**src/spimsp_cfg.svh**
```systemverilog
`ifndef SPIMSP_CFG_SVH
`define SPIMSP_CFG_SVH
// ==========================================================
// register byte offsets
`define SPIMSP_OFF_CTRL 12'h000
`define SPIMSP_OFF_STAT 12'h004
`define SPIMSP_OFF_DATA 12'h008
// ==========================================================
// control field positions
`define SPIMSP_CTL_EN 7
`define SPIMSP_CTL_MST 6
`define SPIMSP_CTL_CPOL 5
`define SPIMSP_CTL_CPHA 4
`define SPIMSP_CTL_SELECT_DISABLE 3
`define SPIMSP_CTL_LSB 2
// ==========================================================
// status field positions
`define SPIMSP_ST_DONE 7
`define SPIMSP_ST_WCOL 6
`define SPIMSP_ST_MODE_FAULT_FLAG 5
`define SPIMSP_ST_OVR 4
`define SPIMSP_ST_FULL 3
`define SPIMSP_ST_BUSY 2
// ==========================================================
// reset values and counts
`define SPIMSP_CTRL_RST 8'h00
`define SPIMSP_BITS 4'h8
`endif

```
**src/spimsp_pkg.sv**
```systemverilog
package spimsp_pkg;
	typedef enum logic [1:0] {
		SPIMSP_IDLE = 2'b00,
		SPIMSP_LEAD = 2'b01,
		SPIMSP_TRAIL = 2'b10
	} spimsp_state_e;
	typedef struct packed {
		logic sck_i;
		logic mosi_i;
		logic miso_i;
		logic ss_n_i;
	} spimsp_pins_in_s;
	typedef struct packed {
		logic sck_o;
		logic sck_oe_n;
		logic mosi_o;
		logic mosi_oe_n;
		logic miso_o;
		logic miso_oe_n;
	} spimsp_pins_out_s;
endpackage

```
**src/spimsp_clkdiv.sv**
```systemverilog
`timescale 1ns/10ps
`include "spimsp_cfg.svh"
module spimsp_clkdiv import spimsp_pkg::*; (
	input wire logic clk,
	input wire logic rst,
	input wire logic ce,
	input wire logic run,
	input wire logic [1:0] rate,
	output logic tick
);
	// ==========================================================
	// half period tick: sysclk/2 gives a tick every cycle
	logic [2:0] cnt_q;
	logic [2:0] lim;
	always_comb begin
		lim = 3'((4'h1 << rate) - 4'h1);
	end
	always_ff @(posedge clk or posedge rst) begin
		if (rst) begin
			cnt_q <= 3'h0;
		end else if (ce) begin
			if (!run || tick) begin
				cnt_q <= 3'h0;
			end else begin
				cnt_q <= cnt_q + 3'h1;
			end
		end
	end
	assign tick = run && (cnt_q == lim);
endmodule // spimsp_clkdiv

```
**src/spimsp_top.sv**
```systemverilog
// Contract
// - full duplex byte shifting on serial clock
// - generated clock at most half system clock
// - mosi driven as master, input as slave
// - miso sampled as master, driven as slave
// - bit order selects msb or lsb first
// - master makes sck, slave uses external sck
// - 4-wire slave ignores bus when deselected
// - select disable ignores select input entirely
// - master with select low sets mode fault
// - data write starts master transfer
// - idle write loads shifter then shifts
// - master end fills buffer, sets flags
// - master busy from write to eighth period
// - slave starts on select low, held low
// - select disabled slave ready on enable
// - slave stores byte only if buffer empty
// - each slave byte sets done and full
// - slave busy follows select or enable
// - polarity sets idle clock level
// - phase selects sampling edge
// - rate divides system clock by 2 to 16
// - mode fault clears enable and master select
//
// The APB slave port and the register addresses were left to the implementer.
`timescale 1ns/10ps
`include "spimsp_cfg.svh"
module spimsp_top import spimsp_pkg::*; (
	input wire logic clk,
	input wire logic rst,
	input wire logic ce,
	input wire logic psel,
	input wire logic penable,
	input wire logic pwrite,
	input wire logic [11:0] paddr,
	input wire logic [31:0] pwdata,
	output logic [31:0] prdata,
	output logic pready,
	output logic pslverr,
	input wire spimsp_pins_in_s pins_i,
	output spimsp_pins_out_s pins_o
);
	// ==========================================================
	// declarations
	logic [7:0] ctrl_q;
	logic done_q, wcol_q, mode_fault_flag_q, ovr_q, full_q;
	logic [7:0] rxbuf_q;
	logic [7:0] shift_q;
	logic [3:0] bits_q;
	logic in_bit_q;
	logic sck_q;
	logic sck_in_q;
	logic [7:0] rd_d;
	spimsp_state_e st_q;
	logic en, mst, cpol, cpha, select_disable, lsb;
	logic acc, wr_ctrl, wr_stat, wr_data, rd_data, hit;
	logic tick, mbusy, sbusy, busy;
	logic sel_ok, slave_act;
	logic sck_lvl, s_rise, s_fall, s_lead, s_trail;
	logic m_sample, m_shift, m_end, s_end, byte_end;
	logic start;
	logic in_bit;

	assign en = ctrl_q[`SPIMSP_CTL_EN];
	assign mst = ctrl_q[`SPIMSP_CTL_MST];
	assign cpol = ctrl_q[`SPIMSP_CTL_CPOL];
	assign cpha = ctrl_q[`SPIMSP_CTL_CPHA];
	assign select_disable = ctrl_q[`SPIMSP_CTL_SELECT_DISABLE];
	assign lsb = ctrl_q[`SPIMSP_CTL_LSB];

	// ==========================================================
	// helpers
	function automatic logic out_bit(input logic [7:0] s, input logic l);
		out_bit = l ? s[0] : s[7];
	endfunction
	function automatic logic [7:0] shift_in(input logic [7:0] s,
		input logic l, input logic b);
		shift_in = l ? {b, s[7:1]} : {s[6:0], b};
	endfunction

	// ==========================================================
	// apb decode, zero wait state
	assign acc = psel && penable;
	assign hit = (paddr == `SPIMSP_OFF_CTRL) || (paddr == `SPIMSP_OFF_STAT)
		|| (paddr == `SPIMSP_OFF_DATA);
	assign wr_ctrl = ce && acc && pwrite && (paddr == `SPIMSP_OFF_CTRL);
	assign wr_stat = ce && acc && pwrite && (paddr == `SPIMSP_OFF_STAT);
	assign wr_data = ce && acc && pwrite && (paddr == `SPIMSP_OFF_DATA);
	assign rd_data = ce && acc && !pwrite && (paddr == `SPIMSP_OFF_DATA);
	assign pready = 1'b1;
	assign pslverr = acc && !hit;

	always_comb begin
		rd_d = 8'h00;
		unique case (paddr)
			`SPIMSP_OFF_CTRL: rd_d = ctrl_q;
			`SPIMSP_OFF_STAT: rd_d = {done_q, wcol_q, mode_fault_flag_q, ovr_q, full_q,
				busy, 2'b00};
			`SPIMSP_OFF_DATA: rd_d = rxbuf_q;
			default: rd_d = 8'h00;
		endcase
	end

	always_ff @(posedge clk or posedge rst) begin
		if (rst) begin
			prdata <= 32'h0000_0000;
		end else if (ce && psel && !penable && !pwrite) begin
			prdata <= {24'h00_0000, rd_d};
		end
	end

	// ==========================================================
	// select and busy
	assign sel_ok = select_disable || !pins_i.ss_n_i;
	assign slave_act = en && !mst && sel_ok;
	assign mbusy = (st_q != SPIMSP_IDLE);
	assign sbusy = select_disable ? en : !pins_i.ss_n_i;
	assign busy = mst ? mbusy : (!mst && sbusy);
	assign start = wr_data && mst && en && !mbusy;

	// ==========================================================
	// control register
	always_ff @(posedge clk or posedge rst) begin
		if (rst) begin
			ctrl_q <= `SPIMSP_CTRL_RST;
		end else if (ce) begin
			if (en && mst && !select_disable && !pins_i.ss_n_i) begin
				ctrl_q[`SPIMSP_CTL_EN] <= 1'b0;
				ctrl_q[`SPIMSP_CTL_MST] <= 1'b0;
			end else if (wr_ctrl) begin
				ctrl_q <= pwdata[7:0];
			end
		end
	end

	// ==========================================================
	// master clock generation
	spimsp_clkdiv u_div (
		.clk(clk),
		.rst(rst),
		.ce(ce),
		.run(mbusy),
		.rate(ctrl_q[1:0]),
		.tick(tick)
	);

	// phase set: sample miso on the second edge, together with the shift
	logic m_in;
	assign m_in = cpha ? pins_i.miso_i : in_bit_q;
	assign m_sample = tick && (st_q == SPIMSP_LEAD) && !cpha;
	assign m_shift = tick && (st_q == SPIMSP_TRAIL);
	assign m_end = m_shift && (bits_q == `SPIMSP_BITS - 4'h1);

	always_ff @(posedge clk or posedge rst) begin
		if (rst) begin
			st_q <= SPIMSP_IDLE;
		end else if (ce) begin
			if (!mst || !en) begin
				st_q <= SPIMSP_IDLE;
			end else begin
				unique case (st_q)
					SPIMSP_IDLE: if (start) st_q <= SPIMSP_LEAD;
					SPIMSP_LEAD: if (tick) st_q <= SPIMSP_TRAIL;
					SPIMSP_TRAIL: if (tick) st_q <= m_end ? SPIMSP_IDLE
						: SPIMSP_LEAD;
					default: st_q <= SPIMSP_IDLE;
				endcase
			end
		end
	end

	always_ff @(posedge clk or posedge rst) begin
		if (rst) begin
			sck_q <= 1'b0;
		end else if (ce) begin
			if (st_q == SPIMSP_IDLE) begin
				sck_q <= cpol;
			end else if (tick) begin
				sck_q <= !sck_q;
			end
		end
	end

	// ==========================================================
	// slave clock edges
	always_ff @(posedge clk or posedge rst) begin
		if (rst) begin
			sck_in_q <= 1'b0;
		end else if (ce) begin
			sck_in_q <= pins_i.sck_i;
		end
	end
	assign sck_lvl = pins_i.sck_i;
	assign s_rise = slave_act && sck_lvl && !sck_in_q;
	assign s_fall = slave_act && !sck_lvl && sck_in_q;
	assign s_lead = cpol ? s_fall : s_rise;
	assign s_trail = cpol ? s_rise : s_fall;

	// ==========================================================
	// shift engine, sample on first edge unless phase set
	logic do_sample, do_shift;
	assign do_sample = mst ? m_sample : (cpha ? s_trail : s_lead);
	assign do_shift = mst ? m_shift : (cpha ? s_lead : s_trail);
	assign in_bit = mst ? pins_i.miso_i : pins_i.mosi_i;
	assign s_end = !mst && do_sample && (bits_q == `SPIMSP_BITS - 4'h1);
	assign byte_end = m_end || s_end;

	always_ff @(posedge clk or posedge rst) begin
		if (rst) begin
			shift_q <= 8'h00;
			bits_q <= 4'h0;
			in_bit_q <= 1'b0;
		end else if (ce) begin
			if (start) begin
				shift_q <= pwdata[7:0];
				bits_q <= 4'h0;
			end else if (!mst && !slave_act) begin
				bits_q <= 4'h0;
				if (wr_data && !sbusy) begin
					shift_q <= pwdata[7:0];
				end
			end else begin
				if (do_sample) begin
					in_bit_q <= in_bit;
					if (!mst) begin
						shift_q <= shift_in(shift_q, lsb, in_bit);
						bits_q <= s_end ? 4'h0 : bits_q + 4'h1;
					end
				end
				if (do_shift && mst) begin
					shift_q <= shift_in(shift_q, lsb, m_in);
					bits_q <= bits_q + 4'h1;
				end
			end
		end
	end

	// ==========================================================
	// receive buffer and status flags, set wins over clear
	always_ff @(posedge clk or posedge rst) begin
		if (rst) begin
			rxbuf_q <= 8'h00;
			done_q <= 1'b0;
			wcol_q <= 1'b0;
			mode_fault_flag_q <= 1'b0;
			ovr_q <= 1'b0;
			full_q <= 1'b0;
		end else if (ce) begin
			if (wr_stat && !pwdata[`SPIMSP_ST_DONE]) done_q <= 1'b0;
			if (wr_stat && !pwdata[`SPIMSP_ST_WCOL]) wcol_q <= 1'b0;
			if (wr_stat && !pwdata[`SPIMSP_ST_MODE_FAULT_FLAG]) mode_fault_flag_q <= 1'b0;
			if ((wr_stat && !pwdata[`SPIMSP_ST_OVR]) || rd_data) ovr_q <= 1'b0;
			if ((wr_stat && !pwdata[`SPIMSP_ST_FULL]) || rd_data) full_q <= 1'b0;
			if (wr_data && !start && busy) wcol_q <= 1'b1;
			if (wr_data && start) wcol_q <= 1'b0;
			if (en && mst && !select_disable && !pins_i.ss_n_i) mode_fault_flag_q <= 1'b1;
			if (m_end) begin
				rxbuf_q <= shift_in(shift_q, lsb, m_in);
				done_q <= 1'b1;
				full_q <= 1'b1;
			end
			if (s_end) begin
				done_q <= 1'b1;
				full_q <= 1'b1;
				if (!full_q) begin
					rxbuf_q <= shift_in(shift_q, lsb, in_bit);
				end else begin
					ovr_q <= 1'b1;
				end
			end
		end
	end

	// ==========================================================
	// pin drive, enables low while driving
	always_comb begin
		pins_o.sck_o = sck_q;
		pins_o.sck_oe_n = !(en && mst);
		pins_o.mosi_o = out_bit(shift_q, lsb);
		pins_o.mosi_oe_n = !(en && mst);
		pins_o.miso_o = out_bit(shift_q, lsb);
		pins_o.miso_oe_n = !slave_act;
	end
endmodule // spimsp_top

```
**config.mk**
```make
export PLATFORM = sky130hd
export DESIGN_NAME = spimsp_top
export DESIGN_NICKNAME = d
export VERILOG_FILES = /design/src/spimsp_pkg.sv /design/src/spimsp_clkdiv.sv /design/src/spimsp_top.sv
export VERILOG_INCLUDE_DIRS = /design/src
export SDC_FILE = /design/constraint.sdc
export NUM_CORES = 1
export LEC_CHECK = 0
export ABC_CLOCK_PERIOD_IN_PS = 1700
export BUFFER_PORTS_ARGS = -buffer_cell sky130_fd_sc_hd__buf_2
export CAP_MARGIN = 20
export CORE_MARGIN = 2
export CORE_UTILIZATION = 47
export CTS_CLUSTER_SIZE = 8
export DETAILED_ROUTE_END_ITERATION = 8
export PLACE_DENSITY = 0.76
export SYNTH_ARGS = -nofsm -noshare
export SYNTH_HDL_FRONTEND = slang
export SYNTH_SLANG_ARGS = --single-unit
```
**constraint.sdc**
```tcl
create_clock -name clk -period 1.7 [get_ports clk]
set_input_delay 0.255 -clock clk [delete_from_list [all_inputs] [get_ports clk]]
set_output_delay 0.255 -clock clk [all_outputs]
set_load 0.01 [all_outputs]
```
## Yosys cells after proc, flatten, opt, wreduce, memory -nomap -nowiden

Index checks and enable logic that the tools add are counted.

- Add/sub/neg operators: 3
- Equal/unequal tests: 11
- Shift operators: 1
- Mux-type cells: 54
- Bitwise logic cells: 3
- Reduce and logical (&&, ||, !) cells: 92

Operators by type and width:

| operator | number |
|---|---|
| 8-bit two-way mux | 12 |
| 1-bit logical AND | 43 |
| 1-bit two-way mux | 28 |
| 4-bit two-way mux | 6 |
| 8-bit one-hot mux with 3 select lines | 1 |
| 1-bit logical NOT | 21 |
| 12-bit by 3-bit == test with 1-bit output (second input constant) | 1 |
| 12-bit by 4-bit == test with 1-bit output (second input constant) | 1 |
| 12-bit logical NOT | 1 |
| 2-bit AND reduction | 6 |
| 4-bit AND reduction | 3 |
| 2-bit two-way mux | 5 |
| 3-bit by 2-bit != test with 1-bit output (second input constant) | 3 |
| 3-bit nonzero test | 3 |
| 2-bit nonzero test | 4 |
| 1-bit logical OR | 7 |
| 2-bit one-hot mux with 3 select lines | 1 |
| 3-bit AND reduction | 2 |
| 4-bit by 1-bit adder with 4-bit output (second input constant) | 1 |
| 4-bit by 3-bit == test with 1-bit output (second input constant) | 1 |
| 4-bit by 1-bit != test with 1-bit output (second input constant) | 1 |
| 4-bit nonzero test | 1 |
| 3-bit by 1-bit adder with 3-bit output (second input constant) | 1 |
| 3-bit == test | 1 |
| 8 further kinds | 10 |

- Register bits: 49
- Output and inout port bits: 40
- Word-level logic and storage cells: 180

## Longest topological paths before layout

Gate-level depths: netlist of the first run.

- Depth in word-level cells: 16
- Mapped depth: 8
- Gate-level depth less buffers: 7

## By module

Synthesis of the first run repeated with hierarchy kept, for this count alone.

- Cell total of the unflattened synthesis: 336
- Area, all modules: 3271.9 um^2

By module, submodules not included:

| module | times used | cells each | area each (um^2) | seq. area each (um^2) |
|---|---|---|---|---|
| spimsp_top | 1 | 311 | 3045.4 | 1151.1 |
| spimsp_clkdiv | 1 | 25 | 226.5 | 75.1 |

## Least setup slack after synthesis of the first run

No wires, ideal clock.

- Path type: input -> register
- Start: input paddr[1]
- End: register ctrl_q[0]
- Setup time: 0.125 ns
- Arrival: 1.803 ns
- Slack: -0.227 ns
- Cell stages on the path: 6
- Path buffers: 1
- Path through: nor4_1 -> nand3_1 -> nor4b_1 -> nor2b_1 -> buf_4 -> mux2_2

- Cells in the longest elaborated chain, start to end: 3

RTL lines:

| element | line | text |
|---|---|---|
| start, declared | spimsp_top.sv:35 | `input wire logic [11:0] paddr,` |
| 12-bit logical NOT | - |  |
| 1-bit logical AND | spimsp_top.sv:86 | `` assign wr_ctrl = ce && acc && pwrite && (paddr == `SPIMSP_OFF_CTRL); `` |
| 3-bit AND reduction (no line) | - |  |
| end signal, assigned | spimsp_top.sv:125 | `` ctrl_q <= `SPIMSP_CTRL_RST; `` |
| end signal, assigned | spimsp_top.sv:131 | `ctrl_q <= pwdata[7:0];` |
| end, declared | spimsp_top.sv:45 | `logic [7:0] ctrl_q;` |

No other way between the ends.
A chain may end at the register's enable or synchronous reset.

## Worst setup path in the final report of the first run

- Start: register ctrl_q[7]
- End: register shift_q[7]

- Cells in the longest elaborated chain, start to end: 11
- Elaborated cells on any way between the ends: 27

RTL lines:

| element | line | text |
|---|---|---|
| 1-bit logical AND (2 in series) | spimsp_top.sv:115 | `assign slave_act = en && !mst && sel_ok;` |
| 1-bit logical AND, on equally long branches (2 in series) | spimsp_top.sv:195, spimsp_top.sv:194 |  |
| 1-bit two-way mux, on equally long branches | spimsp_top.sv:197, spimsp_top.sv:196 |  |
| 1-bit two-way mux (2 in series) | spimsp_top.sv:203 | `assign do_shift = mst ? m_shift : (cpha ? s_lead : s_trail);` |
| 1-bit logical AND | spimsp_top.sv:230 | `if (do_shift && mst) begin` |
| 8-bit two-way mux | spimsp_top.sv:230 |  |
| 8-bit two-way mux | spimsp_top.sv:217 | `end else if (!mst && !slave_act) begin` |
| 8-bit two-way mux | spimsp_top.sv:214 | `if (start) begin` |
| end signal, assigned | spimsp_top.sv:215 | `shift_q <= pwdata[7:0];` |
| end signal, assigned | spimsp_top.sv:220 | `shift_q <= pwdata[7:0];` |
| end signal, assigned | spimsp_top.sv:231 | `shift_q <= shift_in(shift_q, lsb, m_in);` |
| end, declared | spimsp_top.sv:48 | `logic [7:0] shift_q;` |

Several ways; a longest one is shown, not always the timed one.

==> flow_summary_export.csv, run 1 <==
group,metric,value,unit
run_status,status,"complete, but fails checks",
run_status,violations,"setup timing",
worst_hold_path,worstHoldStart,"pwdata[2]",
sta,grt_setup_unrepaired,"yes",
placed_design,place.gp.congestion,0.972,
global_routing,grt_pass1_wl,13300,um
floorplanning,rows,29,
cells_and_area,antennaDiodeCount,0,
logic_synthesis,yosysSeqAreaShare,0.408,
logic_synthesis,post-synth-top-area-cell,"dfrtp_1",
power_and_ir_drop,clkPwrFrac,0.341,
power_and_ir_drop,swShare,0.270,
logic_synthesis,synth_top_area_share,0.408,
clock_network,clk_latency,0.31,ns
sta,worst_pin_slew,0.506,ns
power_and_ir_drop,power_density,524,mW/mm^2
setup_path,rrSetupSlack,-0.21,ns
setup_path,r2r-start,"ctrl_q[7]$_DFFE_PP0P_",
logic_synthesis,yosysMostFrequentCell,"dfrtp_1",
setup_path,required,1.93,ns
clock_network,cts_tree,"done",
sta,clock_skew,0.00565,ns
drt,post_drt_wl_per_cell,16.7,um
setup_path,cp_common_cell,"buf_4",
sta,min_period,1.91,ns
power_and_ir_drop,intPower,0.00155,W
setup_path,cpPeakStageDelay,0.51,ns
logic_synthesis,synthArstFlopShare,1.00,
sta,slew_violations,0,
floorplanning,core,0.00628,mm^2
worst_hold_path,whs_endpoint,"ctrl_q[2]$_DFFE_PP0P_",
placed_design,place_area,0.00370,mm^2
floorplanning,die_h,83.9,um
power_and_ir_drop,power,0.00213,W
global_routing,grtUsageTotal,0.240,
job,cap_violations,0,
global_routing,grt_max_degree,32,
worst_hold_path,hold_path_depth,3,
global_routing,met2_usage,0.378,
global_routing,grt_use_met3,0.0475,
logic_synthesis,ys.flop_type,"dfrtp_1",
drt,via_count,2853,
logic_synthesis,syn_avg_cell_area,9.24,um^2
cells_and_area,multiInputGateArea,0.00182,mm^2
clock_network,numCtsBuffers,5,
setup_path,crit_arrival,2.13,ns
global_routing,grt_overflow_total,0,
power_and_ir_drop,p_leak,1.97,nW
setup_path,crit_path_max_fanout,14,
setup_path,cp_num_buf_inv,3,
power_and_ir_drop,p_switching,0.000576,W
placed_design,dp_hpwl,6340,um
power_and_ir_drop,seqPwrFrac,0.552,
sta,clock.fmax,0.525,GHz
worst_hold_path,min_path_type,"primary input to flop",
global_routing,gr-usage-met1,0.322,
drt,wl,8460,um
cells_and_area,seqCellArea,0.00123,mm^2
setup_path,criticalPathCategory,"flop to flop",
global_routing,grt_antenna_before_repair,0,
sta,min_period_over_period,1.12,
setup_path,critPathTopFamily,"compound AO/OA/AOI/OAI gates",
clock_network,htreeDepth,2,
drt,detail_route.iter0.violations,208,
sta,finalSetupViolCount,36,
floorplanning,die_x,83.9,um
logic_synthesis,synthCells,325,
setup_path,start_kind,"flop",
setup_path,cp-end-kind,"flop",
drt,avgViaCountPerCell,5.64,
setup_path,rr_endpoint,"shift_q[7]$_DFFE_PP0P_",
global_routing,busiest_layer,"met2",
sta,hold_violations,0,
sta,layout_setup_ws,-0.205,ns
power_and_ir_drop,vdd_ir_drop_max,0.485,mV
setup_path,critPathSlowestCell,"dfrtp_1",
logic_synthesis,ys_types,48,
logic_synthesis,ys_warn_count,0,
setup_path,setup.worst_path.start,"ctrl_q[7]$_DFFE_PP0P_",
setup_path,path_cells,"buf_4 -> a21oi_1 -> o22ai_1 -> o311ai_4 -> buf_12 -> buf_4 -> o31ai_2",
placed_design,portBuffers,44,
setup_path,rr_worst_depth,7,
cells_and_area,final_cell_area,0.00406,mm^2
drt,drc,0,
cells_and_area,fillCellCount,511,
cells_and_area,nets,484,
logic_synthesis,ys_ff_latch,49,
global_routing,first_global_vias,2650,
logic_synthesis,synth.top_cells.by_area,"dfrtp_1 41%, buf_4 7.5%, mux2i_1 6.7%",
clock_network,root_buffer,"clkbuf_8",
cells_and_area,syn_to_final_growth,35.3,%
logic_synthesis,netlist_area,0.00300,mm^2
floorplanning,io_pins,94,
drt,antenna_left,0,
floorplanning,initial_core_util,0.478,
logic_synthesis,synth_edf_count,0,
floorplanning,dieArea,0.00704,mm^2
logic_synthesis,synth_common_cells,"49 x dfrtp_1, 34 x nand2_1, 32 x o21ai_0",
clock_network,clk_pin_slew,0.10,ns
clock_network,clockBufferDepth,2,
drt,dr.pass1.iters,4,
sta,relSlewSlack,0.653,
cells_and_area,drive_gt1_frac,0.396,
clock_network,numClockSinks,49,
power_and_ir_drop,combPwrFrac,0.107,
sequential cells by signal (all words and copies together), names as in the netlist, 2 cells and up:
| name | cells |
|---|---|
| ctrl_q | 8 |
| u_div.cnt_q | 3 |
| st_q | 2 |
| shift_q | 8 |
| prdata | 8 |
| bits_q | 4 |
| rxbuf_q | 8 |
cell usage in the layout, fill, tap and decap left out, types with 2 or more instances in the layout:
master,n
a211oi_1,5
a211oi_2,3
a21o_1,7
a21oi_1,14
a21oi_4,2
a22o_1,2
and2_1,3
and4_1,2
buf_12,3
buf_2,44
buf_4,61
buf_6,5
clkbuf_8,5
conb_1,25
dfrtp_1,45
dfrtp_2,4
ha_1,2
inv_1,4
mux2_2,5
mux2_4,4
mux2i_1,18
nand2_1,32
nand3_1,7
nand3_2,2
nand4_1,3
nor2_1,22
nor2b_1,8
nor3_1,6
nor4_4,2
nor4b_1,3
nor4b_2,2
nor4b_4,2
o211ai_1,2
o21a_1,2
o21ai_0,23
o21ai_1,9
o31ai_1,4
o31ai_2,3
or3_1,2
power by group through the flow:
stage / sequential (W) / combinational [W] / clock [W]
2_1_floorplan: 0.00120 / 0.000151 / 0
3_3_place_gp: 0.00120 / 0.000209 / 0
3_5_place_dp: 0.00120 / 0.000213 / 0
4_1_cts: 0.00118 / 0.000219 / 0.000746
5_1_grt: 0.00118 / 0.000248 / 0.000795
6_report: 0.00118 / 0.000228 / 0.000727
stage by stage:
step / instances / worst slack (ns) / TNS, ns / util / hold WS, ns
detailed placement: 492 / -0.407 / -7.68 / 0.589 / 0.283
global placement: 492 / -0.305 / -5.79 / 0.589 / 0.281
global route: 506 / -0.298 / -6.82 / 0.647 / 0.167
floorplan: 348 / -0.158 / -2.33 / - / 0.372
finish: 506 / -0.205 / -4.60 / 0.647 / 0.166
CTS: 501 / -0.209 / -3.04 / 0.625 / 0.164
metal layers:
| layer | vias to the layer above | part of all wire |
|---|---|---|
| li1 | 1326 | - |
| met1 | 1386 | 0.43 |
| met2 | 108 | 0.48 |
| met3 | 33 | 0.056 |
| met4 | 0 | 0.036 |
| met5 | - | 0 |
timing repair:
| action | CTS | global route |
|---|---|---|
| gates resized for setup | 28 | 26 |
| cloned | 0 | 0 |
| pin swaps | 11 | 13 |
| endpoints found under the setup margin | 32 | 39 |
| hold buffers | 1 | 0 |
| endpoints found under the hold margin | 18 | 0 |
| buffers inserted | 1 | 5 |
final cells by class:
type	count	area share
Clock buffer	5	0.0169
Clock inverter	3	0.00616
Inverter	5	0.00462
Multi-Input combinational cell	253	0.448
Sequential cell	49	0.303
Tap cell	77	0.0237
Timing Repair Buffer	114	0.198
worst min-delay path: cells and delay by family:
kind / cells / cell delay (ns)
buffers and inverters: 1 / 0.09
AOI/OAI and AO/OA: 1 / 0.05
and+or+nand+nor: 1 / 0.04
worst max-delay path by stage:
stage                                         to  slack, ns  cells past startpoint
after floorplan           shift_q[0]$_DFFE_PP0P_      -0.16                      7
after global placement    shift_q[7]$_DFFE_PP0P_      -0.30                      7
after detailed placement  shift_q[7]$_DFFE_PP0P_      -0.41                      7
after CTS                 shift_q[7]$_DFFE_PP0P_      -0.21                      8
after global routing       bits_q[2]$_DFFE_PP0P_      -0.30                      8
final                     shift_q[7]$_DFFE_PP0P_      -0.21                      7
logic make-up after synthesis:
| kind of cell | synth area share |
|---|---|
| AOI/OAI and AO/OA | 0.196 |
| xor gates and xnor gates | 0.00292 |
| adders and majority gates | 0.00833 |
| buffers and inverters | 0.0963 |
| DFF | 0.408 |
| muxes | 0.100 |
| other | 0.00250 |
| and+or+nand+nor | 0.185 |
Note: power is estimated with default switching activity, not from simulation.
==> run 2: changes to the inputs <==
--- a/config.mk
+++ b/config.mk
@@ -6,14 +6,14 @@
 export SDC_FILE = /design/constraint.sdc
 export NUM_CORES = 1
 export LEC_CHECK = 0
-export ABC_CLOCK_PERIOD_IN_PS = 1700
+export ABC_CLOCK_PERIOD_IN_PS = 2140
 export BUFFER_PORTS_ARGS = -buffer_cell sky130_fd_sc_hd__buf_2
 export CAP_MARGIN = 20
 export CORE_MARGIN = 2
-export CORE_UTILIZATION = 47
+export CORE_UTILIZATION = 52
 export CTS_CLUSTER_SIZE = 8
 export DETAILED_ROUTE_END_ITERATION = 8
-export PLACE_DENSITY = 0.76
+export PLACE_DENSITY = 0.8
 export SYNTH_ARGS = -nofsm -noshare
 export SYNTH_HDL_FRONTEND = slang
 export SYNTH_SLANG_ARGS = --single-unit
==> constraint.sdc (replaced) <==
create_clock -name clk -period 2.14 [get_ports clk]
set_input_delay 0.321 -clock clk [delete_from_list [all_inputs] [get_ports clk]]
set_output_delay 0.321 -clock clk [all_outputs]
set_load 0.01 [all_outputs]
==> run 2 against run 1 <==
  * The flow now finishes without violations
  * Power is 16% lower
  * Clock skew up 0.0032 ns
  * Combinational power is 34% lower
  * Worst setup slack better by 0.32 ns
  * Die area down 9.2%
  * Sequential share of layout area is 4.8 points higher
  * Clock power shrank 4.4%
  * Maximum frequency fell by 6.1%
  * Global-route usage is 0.48 points lower
  * Final cell count down 9.1%
  * Utilization fell by 1.4 points
  * Non-clock buffer count shrank 41
  * Critical endpoint is now bits_q[2]$_DFFE_PP0P_
  * Largest cell class unchanged
==> flow_summary_export.csv, run 2 (same netlist as run 1, synthesis figures left out) <==
group,metric,value,unit
setup_path,critPathSlowestCell,"dfrtp_2",
sta,min_period,2.03,ns
sta,finalSetupViolCount,0,
setup_path,path_cells,"nor4b_4 -> o31ai_4 -> a21boi_2 -> buf_4 -> o221ai_4 -> nor4b_2 -> o21a_1",
floorplanning,io_pins,94,
sta,clock.fmax,0.493,GHz
placed_design,dp_hpwl,5520,um
setup_path,crit_arrival,2.28,ns
placed_design,place_area,0.00334,mm^2
cells_and_area,syn_to_final_growth,16.8,%
setup_path,path_depth,7,
global_routing,grt_antenna_before_repair,0,
drt,detail_route.iter0.violations,272,
global_routing,grtUsageTotal,0.235,
placed_design,place.gp.congestion,0.991,
setup_path,setup.worst_path.start,"u_div.cnt_q[2]$_DFFE_PP0P_",
clock_network,clk_latency,0.31,ns
power_and_ir_drop,vdd_ir_drop_max,0.301,mV
drt,post_drt_wl_per_cell,15.5,um
sta,clock_skew,0.00884,ns
sta,slew_violations,0,
drt,antenna_left,0,
global_routing,grt_overflow_total,0,
run_status,status,"complete, no violations",
cells_and_area,mostFrequentLayoutCells,"46 x dfrtp_1, 44 x buf_2, 34 x nand2_1",
cells_and_area,final_cell_area,0.00351,mm^2
drt,drc,0,
floorplanning,die_x,80.0,um
global_routing,grt_max_degree,19,
drt,dr.pass1.iters,5,
setup_path,rr_worst_depth,7,
floorplanning,die_h,80.0,um
cells_and_area,nets,443,
global_routing,first_global_vias,2335,
clock_network,numCtsBuffers,5,
clock_network,numClockSinks,49,
cells_and_area,antennaDiodeCount,0,
cells_and_area,final_common_cell,"dfrtp_1",
job,cap_violations,0,
floorplanning,rows,27,
clock_network,htreeDepth,2,
cells_and_area,final_cells,460,
sta,hold_violations,0,
sta,min_period_over_period,0.948,
setup_path,crit_path_max_fanout,6,
setup_path,criticalPathCategory,"flop to flop",
cells_and_area,fillCellCount,469,
worst_hold_path,min_path_type,"primary input to flop",
sta,worst_pin_slew,0.549,ns
drt,wl,7120,um
worst_hold_path,worstHoldStart,"pwdata[2]",
drt,avgViaCountPerCell,5.67,
power_and_ir_drop,p_leak,1.72,nW
worst_hold_path,hold_path_depth,3,
setup_path,cpPeakStageDelay,0.47,ns
sta,worst_hold_slack,0.255,ns
sta,relSlewSlack,0.634,
floorplanning,dieArea,0.00640,mm^2
setup_path,cp_num_buf_inv,1,
floorplanning,core,0.00554,mm^2
clock_network,clk_pin_slew,0.10,ns
clock_network,cts_tree,"done",
setup_path,critPathTopFamily,"compound AO/OA/AOI/OAI gates",
clock_network,root_buffer,"clkbuf_8",
placed_design,placedCellCount,450,
global_routing,grt_pass1_wl,11600,um
setup_path,required,2.39,ns
clock_network,clockBufferDepth,2,
setup_path,r2r-start,"u_div.cnt_q[2]$_DFFE_PP0P_",
power_and_ir_drop,power_density,507,mW/mm^2
drt,via_count,2610,
placed_design,portBuffers,44,
sta,grt_setup_unrepaired,"no",
cells_and_area,drive_gt1_frac,0.258,
setup_path,start_kind,"flop",
floorplanning,initial_core_util,0.542,
setup_path,cp-end-kind,"flop",
## run 2: cell count changes in the layout (fill, tap and decap cells not counted), sizes merged
cell      previous run  this run
buf                113        72
bufinv               0         1
clkinv               1         0
clkinvlp             1         0
inv                  6         7
## run 2: layout make-up
type                       count  area [um^2]  area share
multi-input combinational    253         1600       0.456
sequential                    49         1230       0.351
timing repair buffer          73          453       0.129
tap                           72         90.1      0.0257
clock buffer                   5         68.8      0.0196
clock inverter                 3         47.5      0.0136
inverter                       5         18.8     0.00535
## run 2: timing repair
item                                   4_1_cts  5_1_grt
setup endpoints to repair                    1       11
resized for setup                            1        5
setup buffers                                0        1
endpoints found under the hold margin       16        0
pin swaps                                    0        3
hold buffers                                 1        0
## run 2: worst paths after layout
path | end | slack [ns]
min | ctrl_q[2]$_DFFE_PP0P_ | 0.26
max in group asynchronous | u_div.cnt_q[1]$_DFFE_PP0P_ | 1.06
max | bits_q[2]$_DFFE_PP0P_ | 0.11
max reg2reg | bits_q[2]$_DFFE_PP0P_ | 0.11
min reg2reg | prdata[4]$_DFFE_PP0P_ | 0.49
min in group asynchronous | u_div.cnt_q[0]$_DFFE_PP0P_ | 0.52
## run 2: tightest hold or removal path: cells and delay by family
kind / cells / cell delay (ns)
AO/OA/AOI/OAI: 1 / 0.07
buffers and inverters: 1 / 0.09
AND/OR/NAND/NOR: 1 / 0.04
## run 2: power by group
group | total [W] | leakage, nW | internal, W | switching [W]
Combinational | 0.000150 | 0.990 | 0.0000531 | 0.0000970
Clock | 0.000695 | 0.0591 | 0.000357 | 0.000339
Sequential | 0.000934 | 0.670 | 0.000930 | 0.00000395
## run 2: metal layers
metal / routed length (um) / global-route usage / vias to the layer above
li1: - / - / 1245
met1: 3200 / 0.337 / 1217
met2: 3280 / 0.374 / 135
met3: 553 / 0.0396 / 13
met4: 91 / 0.0508 / 0
met5: 0 / 0 / -
## run 2: through the flow
step	TNS, ns	setup slack [ns]	utilization	total power [W]
after detailed placement	-0.545	-0.0835	0.604	0.00110
final	0	0.110	0.633	0.00178
after global placement	-0.113	-0.0304	0.604	0.00110
after floorplan	0	0.147	-	0.00107
after CTS	0	0.0207	0.628	0.00179
after global routing	0	0.00385	0.633	0.00185
